==> config.mk <==
export PLATFORM = sky130hd
export DESIGN_NAME = two_wire_control_port
export DESIGN_NICKNAME = d
export VERILOG_FILES = /design/src/design/two_wire_pkg.sv /design/src/design/reg_port_if.sv /design/src/design/config_reg_file.sv /design/src/design/two_wire_control_port.sv
export VERILOG_INCLUDE_DIRS = /design/src /design/src/design
export SDC_FILE = /design/constraint.sdc
export NUM_CORES = 2
export LEC_CHECK = 0
export BUFFER_PORTS_ARGS = -buffer_cell sky130_fd_sc_hd__buf_2
export CAP_MARGIN = 10
export CELL_PAD_IN_SITES_DETAIL_PLACEMENT = 2
export CELL_PAD_IN_SITES_GLOBAL_PLACEMENT = 2
export CORE_ASPECT_RATIO = 0.9
export CORE_MARGIN = 3
export CORE_UTILIZATION = 46
export DETAILED_ROUTE_END_ITERATION = 12
export PLACE_DENSITY_LB_ADDON = 0.1
export SLEW_MARGIN = 15
export SYNTH_ARGS = -nofsm -noshare
export SYNTH_HDL_FRONTEND = slang
export SYNTH_HIERARCHICAL = 1
export SYNTH_SLANG_ARGS = --single-unit
==> constraint.sdc <==
create_clock -name CLK_I -period 5.5 [get_ports CLK_I]
set_clock_uncertainty 0.05 [all_clocks]
set_input_delay 0.825 -clock CLK_I [delete_from_list [all_inputs] [get_ports CLK_I]]
set_output_delay 0.825 -clock CLK_I [all_outputs]
set_load 0.005 [all_outputs]
==> src/design/two_wire_defs.svh <==
/*
  Constants of the two-wire control port: identifiers, map limits and bus timing.
  Assumes inclusion by bare name from the design modules and the verification files.
*/
`ifndef TWO_WIRE_DEFS_SVH
`define TWO_WIRE_DEFS_SVH

// Slave identifier bytes, write and read form
`define TW_SLAVE_WR_ID     8'h60
`define TW_SLAVE_RD_ID     8'h61
// Identifier bytes of the external storage slave, values arbitrary
`define TW_STORE_WR_ID     8'ha0
`define TW_STORE_RD_ID     8'ha1
// Terminator value for both halves of a pair
`define TW_STOP_MARK       8'hff
// Storage location of the first pair
`define TW_FIRST_PAIR      7'h00
// Last pair index before the pointer would wrap
`define TW_LAST_PAIR       7'h7f
// Sub-addresses below this limit have a register
`define TW_REG_LIMIT       8'h80
// Register contents after reset
`define TW_REG_RESET       8'h00
// Clock rate and top serial rate
`define TW_CLK_KHZ         200000
`define TW_RATE_KBPS       400
// One quarter of a serial bit, least time so rounded up
`define TW_QUARTER_CYC     ((`TW_CLK_KHZ + 4 * `TW_RATE_KBPS - 1) / (4 * `TW_RATE_KBPS))
// Cycles granted to the strap synchroniser after reset
`define TW_ARM_CYC         2'd3

`endif

==> src/design/two_wire_pkg.sv <==
/*
  Types of the two-wire control port: state and bus operation encodings.
  Assumes the defs header sits beside it.
*/
package two_wire_pkg;
  // Slave side protocol position
  typedef enum logic [2:0] {
    S_IDLE   = 3'b000,
    S_ADDR   = 3'b001,
    S_SUB    = 3'b010,
    S_WDATA  = 3'b011,
    S_RDATA  = 3'b100,
    S_IGNORE = 3'b101
  } slave_state_t;

  // Self-loading master phase
  typedef enum logic [1:0] {
    L_ARM   = 2'b00,
    L_RUN   = 2'b01,
    L_APPLY = 2'b10,
    L_DONE  = 2'b11
  } load_state_t;

  // Bus operation of one loader step
  typedef enum logic [1:0] {
    OP_START = 2'b00,
    OP_STOP  = 2'b01,
    OP_TX    = 2'b10,
    OP_RX    = 2'b11
  } bus_op_t;
endpackage

==> src/design/reg_port_if.sv <==
/*
  Access path between the protocol engines and the configuration register store.
  Assumes one owner drives requests and the store answers reads combinationally.
*/
interface reg_port_if;
  logic       wr_en;    // One-cycle write strobe
  logic [7:0] wr_addr;  // Write sub-address
  logic [7:0] wr_data;  // Write value
  logic [7:0] rd_addr;  // Read sub-address
  logic [7:0] rd_data;  // Read value

  modport owner (output wr_en, output wr_addr, output wr_data, output rd_addr,
                 input rd_data);
  modport store (input wr_en, input wr_addr, input wr_data, input rd_addr,
                 output rd_data);
endinterface // reg_port_if

==> src/design/config_reg_file.sv <==
/*
  Configuration register store reached by the two-wire control port.
  Assumes a single clock; the owner gives one write strobe per byte.
*/
`include "two_wire_defs.svh"

module config_reg_file (
  input  wire logic   clk_i,    // System clock
  input  wire logic   reset_i,  // Synchronous reset, active high
  input  wire logic   ce_i,     // Clock enable
  reg_port_if.store   port      // Access path
);
  import two_wire_pkg::*;

  ////////////////////////////////////////////////////////////////////////////
  // Storage
  logic [7:0] mem_reg [0:`TW_REG_LIMIT-1];  // Register contents

  // Decode shared by reads and writes
  function automatic logic implemented(input logic [7:0] addr);
    implemented = addr < `TW_REG_LIMIT;
  endfunction

  wire wr_ok = port.wr_en & implemented(port.wr_addr);  // Holes drop the write
  wire rd_ok = implemented(port.rd_addr);               // Holes read as zero

  // Read answer
  assign port.rd_data = rd_ok ? mem_reg[port.rd_addr[6:0]] : 8'h00;

  ////////////////////////////////////////////////////////////////////////////
  // Write port, whole array cleared on reset
  always_ff @(posedge clk_i) begin
    if (reset_i) begin
      for (int i = 0; i < `TW_REG_LIMIT; i++) begin
        mem_reg[i] <= `TW_REG_RESET;
      end
    end else if (ce_i && wr_ok) begin
      mem_reg[port.wr_addr[6:0]] <= port.wr_data;
    end
  end
endmodule // config_reg_file

==> src/design/two_wire_control_port.sv <==
/*
  Two-wire control port: slave access to the configuration registers and a
  start-up master that loads them from an external storage slave.
  Assumes open-drain pins resolved outside and a pull-up on each line.
*/
`include "two_wire_defs.svh"

module two_wire_control_port (
  input  wire logic CLK_I,                       // System clock, 200 MHz
  input  wire logic RESET_I,                     // Synchronous reset, active high
  input  wire logic CE_I,                        // Clock enable, freezes state
  input  wire logic BOOT_LOAD_I,                 // Strap: run the loader after reset
  input  wire logic SERIAL_CLOCK_LINE_I,         // Clock line level
  output logic      SERIAL_CLOCK_LINE_O,         // Clock line drive value, always low
  output logic      SERIAL_CLOCK_LINE_OE_O,      // Clock line pulled low
  input  wire logic SERIAL_DATA_LINE_I,          // Data line level
  output logic      SERIAL_DATA_LINE_O,          // Data line drive value, always low
  output logic      SERIAL_DATA_LINE_OE_O,       // Data line pulled low
  output logic      LOAD_BUSY_O,                 // Loader owns the bus
  output logic      LOAD_FAIL_O,                 // Storage did not acknowledge
  output logic      REG_WR_O,                    // Write strobe, one cycle, also for holes
  output logic [7:0] REG_ADDR_O,                 // Sub-address written
  output logic [7:0] REG_DATA_O                  // Value written
);
  import two_wire_pkg::*;

  localparam logic [6:0] QCYC = 7'(`TW_QUARTER_CYC);  // Quarter bit in cycles

  reg_port_if rp ();

  ////////////////////////////////////////////////////////////////////////////
  // Pin synchronisers; first stage feeds only the second
  logic scl_meta_reg, scl_sync_reg, scl_prev_reg;
  logic sda_meta_reg, sda_sync_reg, sda_prev_reg;
  logic boot_meta_reg, boot_sync_reg;

  always_ff @(posedge CLK_I) begin
    if (RESET_I) begin
      {scl_meta_reg, scl_sync_reg, scl_prev_reg} <= 3'h7;
      {sda_meta_reg, sda_sync_reg, sda_prev_reg} <= 3'h7;
      {boot_meta_reg, boot_sync_reg}             <= 2'h0;
    end else if (CE_I) begin
      {scl_meta_reg, scl_sync_reg, scl_prev_reg} <= {SERIAL_CLOCK_LINE_I, scl_meta_reg, scl_sync_reg};
      {sda_meta_reg, sda_sync_reg, sda_prev_reg} <= {SERIAL_DATA_LINE_I, sda_meta_reg, sda_sync_reg};
      {boot_meta_reg, boot_sync_reg}             <= {BOOT_LOAD_I, boot_meta_reg};
    end
  end

  // Line events, data edge while clock high is a condition
  wire scl_rise = scl_sync_reg & ~scl_prev_reg;
  wire scl_fall = ~scl_sync_reg & scl_prev_reg;
  wire start_c  = scl_sync_reg & scl_prev_reg & sda_prev_reg & ~sda_sync_reg;
  wire stop_c   = scl_sync_reg & scl_prev_reg & ~sda_prev_reg & sda_sync_reg;

  ////////////////////////////////////////////////////////////////////////////
  // Slave engine state
  slave_state_t s_state_reg;     // Protocol position
  logic [3:0]   bitcnt_reg;      // Bits seen in this byte
  logic         in_ack_reg;      // In acknowledge slot
  logic [7:0]   s_shift_reg;     // Byte shifter
  logic [7:0]   sub_reg;         // Stored sub-address
  logic         s_drive_reg;     // Pull data low
  logic         rw_reg;          // Direction bit of address byte
  logic         m_ack_reg;       // Master acknowledged last read byte
  load_state_t  ld_state_reg;    // Loader phase

  wire slave_on  = ld_state_reg == L_DONE;  // Slave listens once loading ends
  wire s_active  = s_state_reg != S_IDLE && s_state_reg != S_IGNORE;
  wire byte_end  = scl_fall & ~in_ack_reg & (bitcnt_reg == 4'd8) & s_active;
  wire ack_end   = scl_fall & in_ack_reg & s_active;
  wire id_match  = s_shift_reg == `TW_SLAVE_WR_ID || s_shift_reg == `TW_SLAVE_RD_ID;
  wire slave_wr  = slave_on & byte_end & (s_state_reg == S_WDATA);  // Third byte is data
  // Next read byte comes from the following sub-address while in the ack slot
  wire [7:0] s_rd_addr = (s_state_reg == S_RDATA && in_ack_reg) ? 8'(sub_reg + 8'h01) : sub_reg;

  // Slave protocol; bits act on clock edges, start and stop on data edges, so data moves while low
  always_ff @(posedge CLK_I) begin
    if (RESET_I) begin
      s_state_reg <= S_IDLE;
      bitcnt_reg  <= 4'h0;
      in_ack_reg  <= 1'b0;
      s_shift_reg <= 8'h00;
      sub_reg     <= 8'h00;
      s_drive_reg <= 1'b0;
      rw_reg      <= 1'b0;
      m_ack_reg   <= 1'b0;
    end else if (CE_I && slave_on) begin
      if (start_c) begin                       // Any start resynchronises
        s_state_reg <= S_ADDR;
        bitcnt_reg  <= 4'h0;
        in_ack_reg  <= 1'b0;
        s_drive_reg <= 1'b0;
      end else if (stop_c) begin
        s_state_reg <= S_IDLE;
        in_ack_reg  <= 1'b0;
        s_drive_reg <= 1'b0;
      end else if (scl_rise && s_active && !in_ack_reg) begin
        bitcnt_reg <= 4'(bitcnt_reg + 4'h1);
        if (s_state_reg != S_RDATA) begin
          s_shift_reg <= {s_shift_reg[6:0], sda_sync_reg};  // MSB first
        end
      end else if (scl_rise && in_ack_reg && s_state_reg == S_RDATA) begin
        m_ack_reg <= ~sda_sync_reg;            // Master answers a read byte
      end else if (byte_end) begin
        in_ack_reg <= 1'b1;
        bitcnt_reg <= 4'h0;
        case (s_state_reg)
          S_ADDR: begin
            if (id_match) begin
              s_drive_reg <= 1'b1;             // Acknowledge our identifier
              rw_reg      <= s_shift_reg[0];   // Direction in the LSB
            end else begin
              s_state_reg <= S_IGNORE;         // Stay released
            end
          end
          S_SUB: begin
            sub_reg     <= s_shift_reg;        // Second byte is sub-address
            s_drive_reg <= 1'b1;
          end
          S_WDATA: s_drive_reg <= 1'b1;        // Acknowledge even for holes
          S_RDATA: s_drive_reg <= 1'b0;        // Release for master's answer
          default: s_drive_reg <= 1'b0;
        endcase
      end else if (ack_end) begin
        in_ack_reg  <= 1'b0;
        s_drive_reg <= 1'b0;
        case (s_state_reg)
          S_ADDR: begin
            if (rw_reg) begin                  // Read uses held sub-address
              s_state_reg <= S_RDATA;
              s_shift_reg <= rp.rd_data;
              s_drive_reg <= ~rp.rd_data[7];   // Open drain: low or released
            end else begin
              s_state_reg <= S_SUB;
            end
          end
          S_SUB:   s_state_reg <= S_WDATA;
          S_WDATA: sub_reg <= 8'(sub_reg + 8'h01);   // Step after each data byte
          S_RDATA: begin
            if (m_ack_reg) begin
              sub_reg     <= 8'(sub_reg + 8'h01);
              s_shift_reg <= rp.rd_data;
              s_drive_reg <= ~rp.rd_data[7];
            end else begin
              s_state_reg <= S_IGNORE;         // Not acknowledged: read over
            end
          end
          default: s_state_reg <= S_IGNORE;
        endcase
      end else if (scl_fall && s_state_reg == S_RDATA && !in_ack_reg) begin
        s_shift_reg <= {s_shift_reg[6:0], 1'b0};     // Next bit after falling edge
        s_drive_reg <= ~s_shift_reg[6];
      end
    end
  end

  ////////////////////////////////////////////////////////////////////////////
  // Loader: per pair, set pointer, stop, then read two bytes
  logic [1:0] arm_reg;       // Strap settling count
  logic [3:0] step_reg;      // Operation within a pair
  logic [1:0] q_reg;         // Quarter within a bit
  logic [6:0] qcnt_reg;      // Cycles within a quarter
  logic [3:0] idx_reg;       // Bit within a byte, 8 is the ack slot
  logic [7:0] ld_shift_reg;  // Loader byte shifter
  logic [6:0] pair_reg;      // Pair index
  logic [7:0] ld_sub_reg;    // Fetched sub-address
  logic [7:0] ld_val_reg;    // Fetched value
  logic       abort_reg;     // Storage failed to acknowledge

  // Operation of each step
  wire bus_op_t op = (step_reg == 4'd0 || step_reg == 4'd4) ? OP_START :
                     (step_reg == 4'd3 || step_reg == 4'd8) ? OP_STOP :
                     (step_reg == 4'd6 || step_reg == 4'd7) ? OP_RX : OP_TX;
  wire quarter_end = qcnt_reg == QCYC - 7'd1;
  wire bit_last    = op == OP_START || op == OP_STOP || idx_reg == 4'd8;
  wire terminator  = ld_sub_reg == `TW_STOP_MARK && ld_val_reg == `TW_STOP_MARK;
  wire ld_wr       = ld_state_reg == L_APPLY && !abort_reg && !terminator;

  // Byte sent by a transmit step
  function automatic logic [7:0] tx_byte(input logic [3:0] step, input logic [6:0] pair);
    case (step)
      4'd1:    tx_byte = `TW_STORE_WR_ID;
      4'd2:    tx_byte = {pair, 1'b0};          // Even location holds sub-address
      default: tx_byte = `TW_STORE_RD_ID;
    endcase
  endfunction

  // Line pulls per operation and quarter, {clock low, data low}
  function automatic logic [1:0] bus_drive(input bus_op_t o, input logic [1:0] q,
                                           input logic [3:0] i, input logic b,
                                           input logic nack);
    case (o)
      OP_START: bus_drive = {q == 2'd3, q >= 2'd2};          // Data falls, clock high
      OP_STOP:  bus_drive = {q == 2'd0, q <= 2'd1};          // Data rises, clock high
      OP_TX:    bus_drive = {q == 2'd0 || q == 2'd3, i < 4'd8 && !b};
      default:  bus_drive = {q == 2'd0 || q == 2'd3, i == 4'd8 && !nack};
    endcase
  endfunction

  wire [1:0] ld_pull = bus_drive(op, q_reg, idx_reg, ld_shift_reg[7], step_reg == 4'd7);

  // Quarter timer
  always_ff @(posedge CLK_I) begin
    if (RESET_I) begin
      qcnt_reg <= 7'h00;
    end else if (CE_I) begin
      qcnt_reg <= (ld_state_reg == L_RUN && !quarter_end) ? 7'(qcnt_reg + 7'h01) : 7'h00;
    end
  end

  // Loader sequencer
  always_ff @(posedge CLK_I) begin
    if (RESET_I) begin
      ld_state_reg <= L_ARM;
      arm_reg      <= 2'h0;
      step_reg     <= 4'h0;
      q_reg        <= 2'h0;
      idx_reg      <= 4'h0;
      ld_shift_reg <= 8'h00;
      pair_reg     <= `TW_FIRST_PAIR;
      ld_sub_reg   <= 8'h00;
      ld_val_reg   <= 8'h00;
      abort_reg    <= 1'b0;
    end else if (CE_I) begin
      case (ld_state_reg)
        L_ARM: begin                           // Strap read after it settles
          arm_reg <= 2'(arm_reg + 2'h1);
          if (arm_reg == `TW_ARM_CYC) begin
            ld_state_reg <= boot_sync_reg ? L_RUN : L_DONE;
          end
        end
        L_RUN: begin
          if (quarter_end) begin
            q_reg <= 2'(q_reg + 2'h1);
            if (q_reg == 2'd2) begin           // Sample while clock is high
              if (op == OP_RX && idx_reg < 4'd8) begin
                ld_shift_reg <= {ld_shift_reg[6:0], sda_sync_reg};
              end
              if (op == OP_TX && idx_reg == 4'd8 && sda_sync_reg) begin
                abort_reg <= 1'b1;
              end
            end else if (q_reg == 2'd3) begin
              if (op == OP_TX && idx_reg < 4'd8) begin
                ld_shift_reg <= {ld_shift_reg[6:0], 1'b0};
              end
              if (!bit_last) begin
                idx_reg <= 4'(idx_reg + 4'h1);
              end else begin
                idx_reg <= 4'h0;
                if (step_reg == 4'd6) ld_sub_reg <= ld_shift_reg;
                if (step_reg == 4'd7) ld_val_reg <= ld_shift_reg;   // Odd location
                if (step_reg == 4'd8) begin
                  ld_state_reg <= L_APPLY;
                  step_reg     <= 4'h0;
                end else if (op == OP_TX && abort_reg) begin
                  step_reg <= 4'd8;            // Give up: stop the bus
                end else begin
                  step_reg     <= 4'(step_reg + 4'h1);
                  ld_shift_reg <= tx_byte(4'(step_reg + 4'h1), pair_reg);
                end
              end
            end
          end
        end
        L_APPLY: begin
          if (abort_reg || terminator || pair_reg == `TW_LAST_PAIR) begin
            ld_state_reg <= L_DONE;            // Terminator ends loading
          end else begin
            pair_reg     <= 7'(pair_reg + 7'h01);  // Next pair in order
            ld_state_reg <= L_RUN;
          end
        end
        default: ld_state_reg <= L_DONE;
      endcase
    end
  end

  ////////////////////////////////////////////////////////////////////////////
  // Register store access, loader has the port until it is done
  assign rp.wr_en   = CE_I & (ld_wr | slave_wr);
  assign rp.wr_addr = slave_on ? sub_reg : ld_sub_reg;
  assign rp.wr_data = slave_on ? s_shift_reg : ld_val_reg;
  assign rp.rd_addr = s_rd_addr;

  config_reg_file u_regs (
    .clk_i   (CLK_I),
    .reset_i (RESET_I),
    .ce_i    (CE_I),
    .port    (rp)
  );

  ////////////////////////////////////////////////////////////////////////////
  // Registered outputs; lines are only ever pulled low
  always_ff @(posedge CLK_I) begin
    if (RESET_I) begin
      SERIAL_CLOCK_LINE_O    <= 1'b0;
      SERIAL_CLOCK_LINE_OE_O <= 1'b0;
      SERIAL_DATA_LINE_O     <= 1'b0;
      SERIAL_DATA_LINE_OE_O  <= 1'b0;
      LOAD_BUSY_O            <= 1'b1;
      LOAD_FAIL_O            <= 1'b0;
      REG_WR_O               <= 1'b0;
      REG_ADDR_O             <= 8'h00;
      REG_DATA_O             <= 8'h00;
    end else if (CE_I) begin
      SERIAL_CLOCK_LINE_OE_O <= ld_state_reg == L_RUN && ld_pull[1];
      SERIAL_DATA_LINE_OE_O  <= ld_state_reg == L_RUN ? ld_pull[0] : (slave_on & s_drive_reg);
      LOAD_BUSY_O            <= ld_state_reg != L_DONE;
      LOAD_FAIL_O            <= abort_reg;
      REG_WR_O               <= rp.wr_en;
      REG_ADDR_O             <= rp.wr_addr;
      REG_DATA_O             <= rp.wr_data;
    end
  end
endmodule // two_wire_control_port

; ---- Yosys cells after proc, flatten, opt, wreduce, memory -nomap -nowiden
; Memories as Yosys holds them, arrays and structs flattened.
; Index checks and enable logic that the tools add are counted.
[op_classes]
n_addsub = 8
multipliers = 0
div_mod_pow = 0
magnitude_cmp = 5
n_eq_ne = 55
shifts = 0
muxes = 86
bitwise = 31
n_reduce_logical = 69
[op_table]
columns = cell, n
row1 = 8-bit two-way mux, 24
row2 = 8-bit case mux with 2 select lines, 3
row3 = 4-bit two-way mux, 8
row4 = 3-bit two-way mux, 10
row5 = 5-bit AND reduction, 5
row6 = 1-bit two-way mux, 24
row7 = 1-bit logical AND, 22
row8 = 7-bit AND reduction, 3
row9 = 2-bit two-way mux, 10
row10 = 2-bit != test (second input constant), 9
row11 = 3-bit != test (second input constant), 6
row12 = 1-bit AND, 17
row13 = 8-bit by 7-bit equality test with 1-bit output (second input constant), 2
row14 = 8-bit equality test (second input constant), 2
row15 = 8-bit less-than comparator (second input constant), 2
row16 = 8-bit AND reduction, 2
row17 = 7-bit by 1-bit adder with 7-bit output (second input constant), 2
row18 = 2-bit equality test (second input constant), 7
row19 = 7-bit equality test (second input constant), 2
row20 = 7-bit two-way mux, 2
row21 = 1-bit NOT, 13
row22 = 4-bit by 1-bit adder with 4-bit output (second input constant), 3
row23 = 4-bit by 3-bit equality test with 1-bit output (second input constant), 3
row24 = 4-bit equality test (second input constant), 3
row25 = other kinds (36), 70
[totals]
regBits = 109
latchBits = 0
ram_bits = 1024
mem_bits_ro = 0
output_inout_bits = 23
n_memories = 1
[memory_table]
columns = memory, words, width, read_ports, rd_ports_with_merged_regs, write_ports, line_no
row1 = u_regs.mem_reg, 128, 8, 1, 0, 128, config_reg_file.sv:17  ; logic [7:0] mem_reg [0:`TW_REG_LIMIT-1];

; ---- Depth between registers and ports, before layout
[logic_depth]
word_depth = 16
mapped_depth = 18
ltp_nobuf = 14

; ---- Hierarchy
; Netlist, hierarchy kept.
[by_module_without_submodules]
columns = module, instances, cells_each, area_each_um2, seq_area_each_um2
row1 = config_reg_file, 1, 3253, 48124.9, 30749.5
row2 = two_wire_control_port, 1, 710, 5756.8, 2182.1

; ---- Least setup slack after synthesis
; Ideal clock, no wire load.
[synth_timing]
path_kind = flip-flop to flip-flop
from = register s_state_reg[0]
to = register s_drive_reg
setup_ns = 0.101
t_arrival_ns = 3.709
slack_ns = 1.640
path_stages_with_launch = 17
cell_sequence = dfxtp_1 buf_6 nor3b_4 nand2_1 mux2_2 buf_4 buf_6 clkbuf_1 mux4_2 a221oi_1 o21ai_0 nand3_1 nand3_1 or4_1 a21o_1 a21o_1 o41ai_1
[synth_via]
elab_chain_len = 14
[synth_lines]
columns = element, line_no
row1 = start: declaration, two_wire_control_port.sv:57  ; slave_state_t s_state_reg;
row2 = start signal: assignment, two_wire_control_port.sv:79  ; s_state_reg <= S_IDLE;
row3 = start signal: assignment, two_wire_control_port.sv:89  ; s_state_reg <= S_ADDR;
row4 = start signal: assignment, two_wire_control_port.sv:94  ; s_state_reg <= S_IDLE;
row5 = 3-bit equality test (*), two_wire_control_port.sv:74  ; wire [7:0] s_rd_addr = (s_state_reg == S_RDATA && in_ack_reg) ? 8'(sub_reg + 8'h01) : sub_reg;
row6 = 1-bit logical AND (*), two_wire_control_port.sv:74
row7 = 8-bit two-way mux (*), two_wire_control_port.sv:74
row8 = net rp.rd_addr[1], reg_port_if.sv:9  ; logic [7:0] rd_addr;
row9 = memory read 128 x 8 bit or 8-bit less-than comparator (tied branches), --
row10 = 8-bit two-way mux (*), config_reg_file.sv:28  ; assign port.rd_data = rd_ok ? mem_reg[port.rd_addr[6:0]] : 8'h00;
row11 = net rp.rd_data[7], reg_port_if.sv:10  ; logic [7:0] rd_data;
row12 = 1-bit NOT (*), "two_wire_control_port.sv:132, two_wire_control_port.sv:143"
row13 = "1-bit two-way mux, on equally long branches", "two_wire_control_port.sv:140, two_wire_control_port.sv:129"
row14 = 1-bit case mux with 2 select lines (*), two_wire_control_port.sv:127  ; case (s_state_reg)
row15 = 1-bit two-way mux (*), two_wire_control_port.sv:124  ; end else if (ack_end) begin
row16 = 1-bit two-way mux (*), two_wire_control_port.sv:104  ; end else if (byte_end) begin
row17 = 1-bit two-way mux (*), two_wire_control_port.sv:102  ; end else if (scl_rise && in_ack_reg && s_state_reg == S_RDATA) begin
row18 = 1-bit two-way mux (*), two_wire_control_port.sv:97  ; end else if (scl_rise && s_active && !in_ack_reg) begin
row19 = 1-bit two-way mux (*), two_wire_control_port.sv:93  ; end else if (stop_c) begin
row20 = 1-bit two-way mux (*), two_wire_control_port.sv:88  ; if (start_c) begin
row21 = end signal: assignment, two_wire_control_port.sv:132  ; s_drive_reg <= ~rp.rd_data[7];
row22 = end signal: assignment, two_wire_control_port.sv:143  ; s_drive_reg <= ~rp.rd_data[7];
row23 = end signal: assignment, two_wire_control_port.sv:152  ; s_drive_reg <= ~s_shift_reg[6];
row24 = end: declaration, two_wire_control_port.sv:62  ; logic s_drive_reg;
; Mark *: on every way through the listed nets, which the timed path passes. The rest lies on a longest branch. The select of a mux whose other input is x is not followed.
; A chain may end at the register's enable or synchronous reset.

; ---- Worst setup path in the final report
[layout_timing]
from = register s_state_reg[2]
to = register s_drive_reg
; The elaborated chain is that of the path after synthesis.

==> impl_results.md <==
* Max Cap Viol at 0
* Reg2reg end: s_drive_reg$_SDFFE_PP0P_
* Via density per instance at 6.21
* CP Class: reg -> reg
* Pwr Density at 312 nW/um2
* Hold path depth at 3
* Share of post-route cells with drive strength above 1 at 15.9%
* Ys flop type: edfxtp_1
* Post-Synthesis Cell Area at 53,900 um2
* Row count at approximately 120
* Post-synth EDFFs at 1,024
* Hold WC Path Type: in -> reg
* Worst r2r src: s_state_reg[2]$_SDFFE_PP0P_
* Top sig layer: met5
* Status: completed
* Setup Fix Bufs, Post-CTS at 0
* NumNets Final at 3,901
* Max FO, Critical Path at 39
* Starting DRT DRC Count at 3,682
* Die area at ~120,000 um2
* Clock buffer depth at 3
* Drt total wl at around 180,000 um
* TritonCTS Sinks at 1,133
* Startpoint types: flop
* Final ANT Viol Nets at 0
* Routed met3 length at between 9000 and 10,000 um
* Detailed Place HPWL at 115,000 um
* Routability Congestion at ~0.86
* Die Y at 331 um
* Cell accounting for the most synthesized area: edfxtp_1
* Highest clock rate at 0.193 GHz
* Unrepaired setup endpoints after global routing: false
* HP Start: SERIAL_CLOCK_LINE_I
* Pre-Repair DR Iteration Count at 7
* H-Tree Depth at 3
* Reg2Reg Depth at 16
* Cts repair resizes at 0
* Endpoints failing setup at 0
* Post-synthesis cell count at about 4,000
* Count leader, synth: edfxtp_1
* Final period util at 94.4%
* Fin. max-slew vios at 0
* Layout area overhead at 9.84%
* Pleak at around 21 nW
* Worst-margin pin slew at 1.15 ns
* IO Port Bufs at 26
* Synth cell types at 85
* Rel. slew slack at 22.8%
* Post-Route Setup TNS at 0 ns
* First-pass GRT wire length at 260,000 um
* All-layer global routing usage at 29.0%
* Ys async rst share at 0%
* TritonCTS buffer count at 120
* Sequential share of the synthesized area at 61.1%
* Core box area at ~120,000 um2
* Worst skew pair latency at 0.75 ns
* Die X at 367 um
* Post-route setup slack at about 0.31 ns
* Vias in the first global route at 36,400
* Wire length per cell at 32.0 um
* Max reg flops at between 1,000 and 1,500
* Setup WS pre-CTS at 0.365 ns
* Worst EP required at ~6 ns
* R2r setup slk at 0.31 ns
* Root Buffer: clkbuf_16
* Ranking of synthesized cells by area: edfxtp_1 (57%), and2_1 (8.3%), mux4_2 (6.9%), dfxtp_1 (4.0%), and3_1 (3.8%)
* Initial antenna violation count at 7
* Post-synth top area share at 57.1%
* Via count at 34,400
* Syn_area_per_cell at 13.6 um2
* GR Overflow Total at 0
* Max VDD drop at 0.000277 V
* CP arrival at 5.78 ns
* Starting Density at 46.6%
* Seq cells post-synth at approximately 1,100
* Reg clk slew, reported paths at 0.06 ns
* Drt drc at 0
* I/O pin cnt at 29
* Post-cts hold buffer count at 0
* Syn. warnings at 6
* Fin. Hold Viols at 0
* Final min period at about 5.2 ns
* Met2 Wirelength at 85,800 um
* Post-synth top cells: edfxtp_1 (1,024), and2_1 (717), and3_1 (328), clkbuf_1 (238), nor2_1 (177)
* Largest net degree at the start of global routing at 153
* TritonCTS clock tree: built
* WL met1 at about 77,000 um
* Min-Delay Endpoint: scl_meta_reg$_SDFFE_PP1P_
* Critical Path Sink Type: flop
## where the power goes
part | leakage [nW] | internal [W] | switching, W
combinational | 8.40 | 0.000166 | 0.000333
sequential | 10.7 | 0.00973 | 0.000155
clock | 1.87 | 0.00453 | 0.00353
total | 21.0 | 0.0144 | 0.00402
## area by class of cell
| type | instances | area, um2 |
|---|---|---|
| Timing Repair Buffer | 138 | 1060 |
| Antenna cell | 1 | 2.50 |
| Sequential cell | 1133 | 32900 |
| Multi-Input combinational cell | 2461 | 19300 |
| Clock inverter | 71 | 648 |
| Inverter | 23 | 86.3 |
| Clock buffer | 151 | 3170 |
| Fill cell | 10600 | 56400 |
| Tap cell | 1560 | 1950 |
## routing by layer
metal / vias to the layer above / GRT usage (%)
met2: 1144 / 48.3
li1: 14500 / -
met3: 248 / 4.23
met5: - / 0
met4: 6 / 7.71
met1: 18500 / 40.3
## how the worst max path moves through the flow
stage	end	start	slack [ns]	cells after the start
CTS	s_drive_reg$_SDFFE_PP0P_	s_state_reg[2]$_SDFFE_PP0P_	0.34	16
detailed placement	s_drive_reg$_SDFFE_PP0P_	s_state_reg[2]$_SDFFE_PP0P_	0.36	14
global placement	s_drive_reg$_SDFFE_PP0P_	s_state_reg[2]$_SDFFE_PP0P_	0.46	16
floorplan	s_drive_reg$_SDFFE_PP0P_	s_state_reg[0]$_SDFFE_PP0P_	1.64	16
finish	s_drive_reg$_SDFFE_PP0P_	s_state_reg[2]$_SDFFE_PP0P_	0.31	16
global route	s_drive_reg$_SDFFE_PP0P_	s_state_reg[2]$_SDFFE_PP0P_	0.02	16
## cells by family after synthesis
family	count (synthesis)	synth area share (%)
compound gates	363	4.64
other cells	1	0.00696
mux	395	12.3
buf+inv	370	3.32
fa+ha+maj	18	0.418
simple gates	1659	17.8
flops	1133	61.1
xor+xnor	24	0.390
## through the flow
step | instances | total power, W | hold WS, ns | utilization (%) | area (um2)
CTS | 5537 | 0.0186 | 0.231 | 51.2 | 59200
global placement | 5315 | 0.0105 | 0.403 | 47.9 | 55300
global route | 5537 | 0.0190 | 0.259 | 51.2 | 59200
finish | 5538 | 0.0185 | 0.281 | 51.2 | 59200
detailed placement | 5315 | 0.0106 | 0.415 | 47.9 | 55300
floorplan | 3964 | 0.0103 | 0.391 | - | 53900
## critical path, stage by stage, from the launching register on
cell,delay (ns)
dfxtp_1,0.48
nor3b_4,0.40
nand2_1,0.27
buf_4,0.24
xnor2_2,0.31
buf_12,0.38
buf_4,0.35
mux4_2,0.54
a22oi_1,0.15
a21oi_1,0.11
o21ai_0,0.25
buf_4,0.19
nand3_1,0.13
or4_1,0.54
a21o_1,0.22
a21o_1,0.18
o41ai_1,0.24
## placed cells by master, fill, tap and decap left out, types with 15 or more instances in the layout
master | Yosys | layout
and2_1 | 717 | 715
edfxtp_1 | 1024 | 1024
nand2_1 | 127 | 125
nor2_2 | 12 | 15
clkbuf_16 | 0 | 121
buf_4 | 32 | 105
a21oi_1 | 85 | 85
inv_1 | 22 | 22
nand4_1 | 17 | 17
nor3_1 | 28 | 26
mux4_1 | 36 | 36
and3_1 | 328 | 328
o21ai_0 | 37 | 36
a21o_1 | 43 | 43
dfxtp_1 | 109 | 109
or2_2 | 96 | 96
clkinv_1 | 0 | 21
a22oi_1 | 91 | 91
nor2b_1 | 21 | 21
nand3_1 | 70 | 70
clkinv_2 | 0 | 28
buf_2 | 41 | 25
a31oi_1 | 16 | 16
clkbuf_1 | 238 | 27
mux2i_1 | 176 | 176
nor2_1 | 177 | 172
mux4_2 | 164 | 164
ha_1 | 18 | 18
Note: power is estimated with default switching activity, not from simulation.
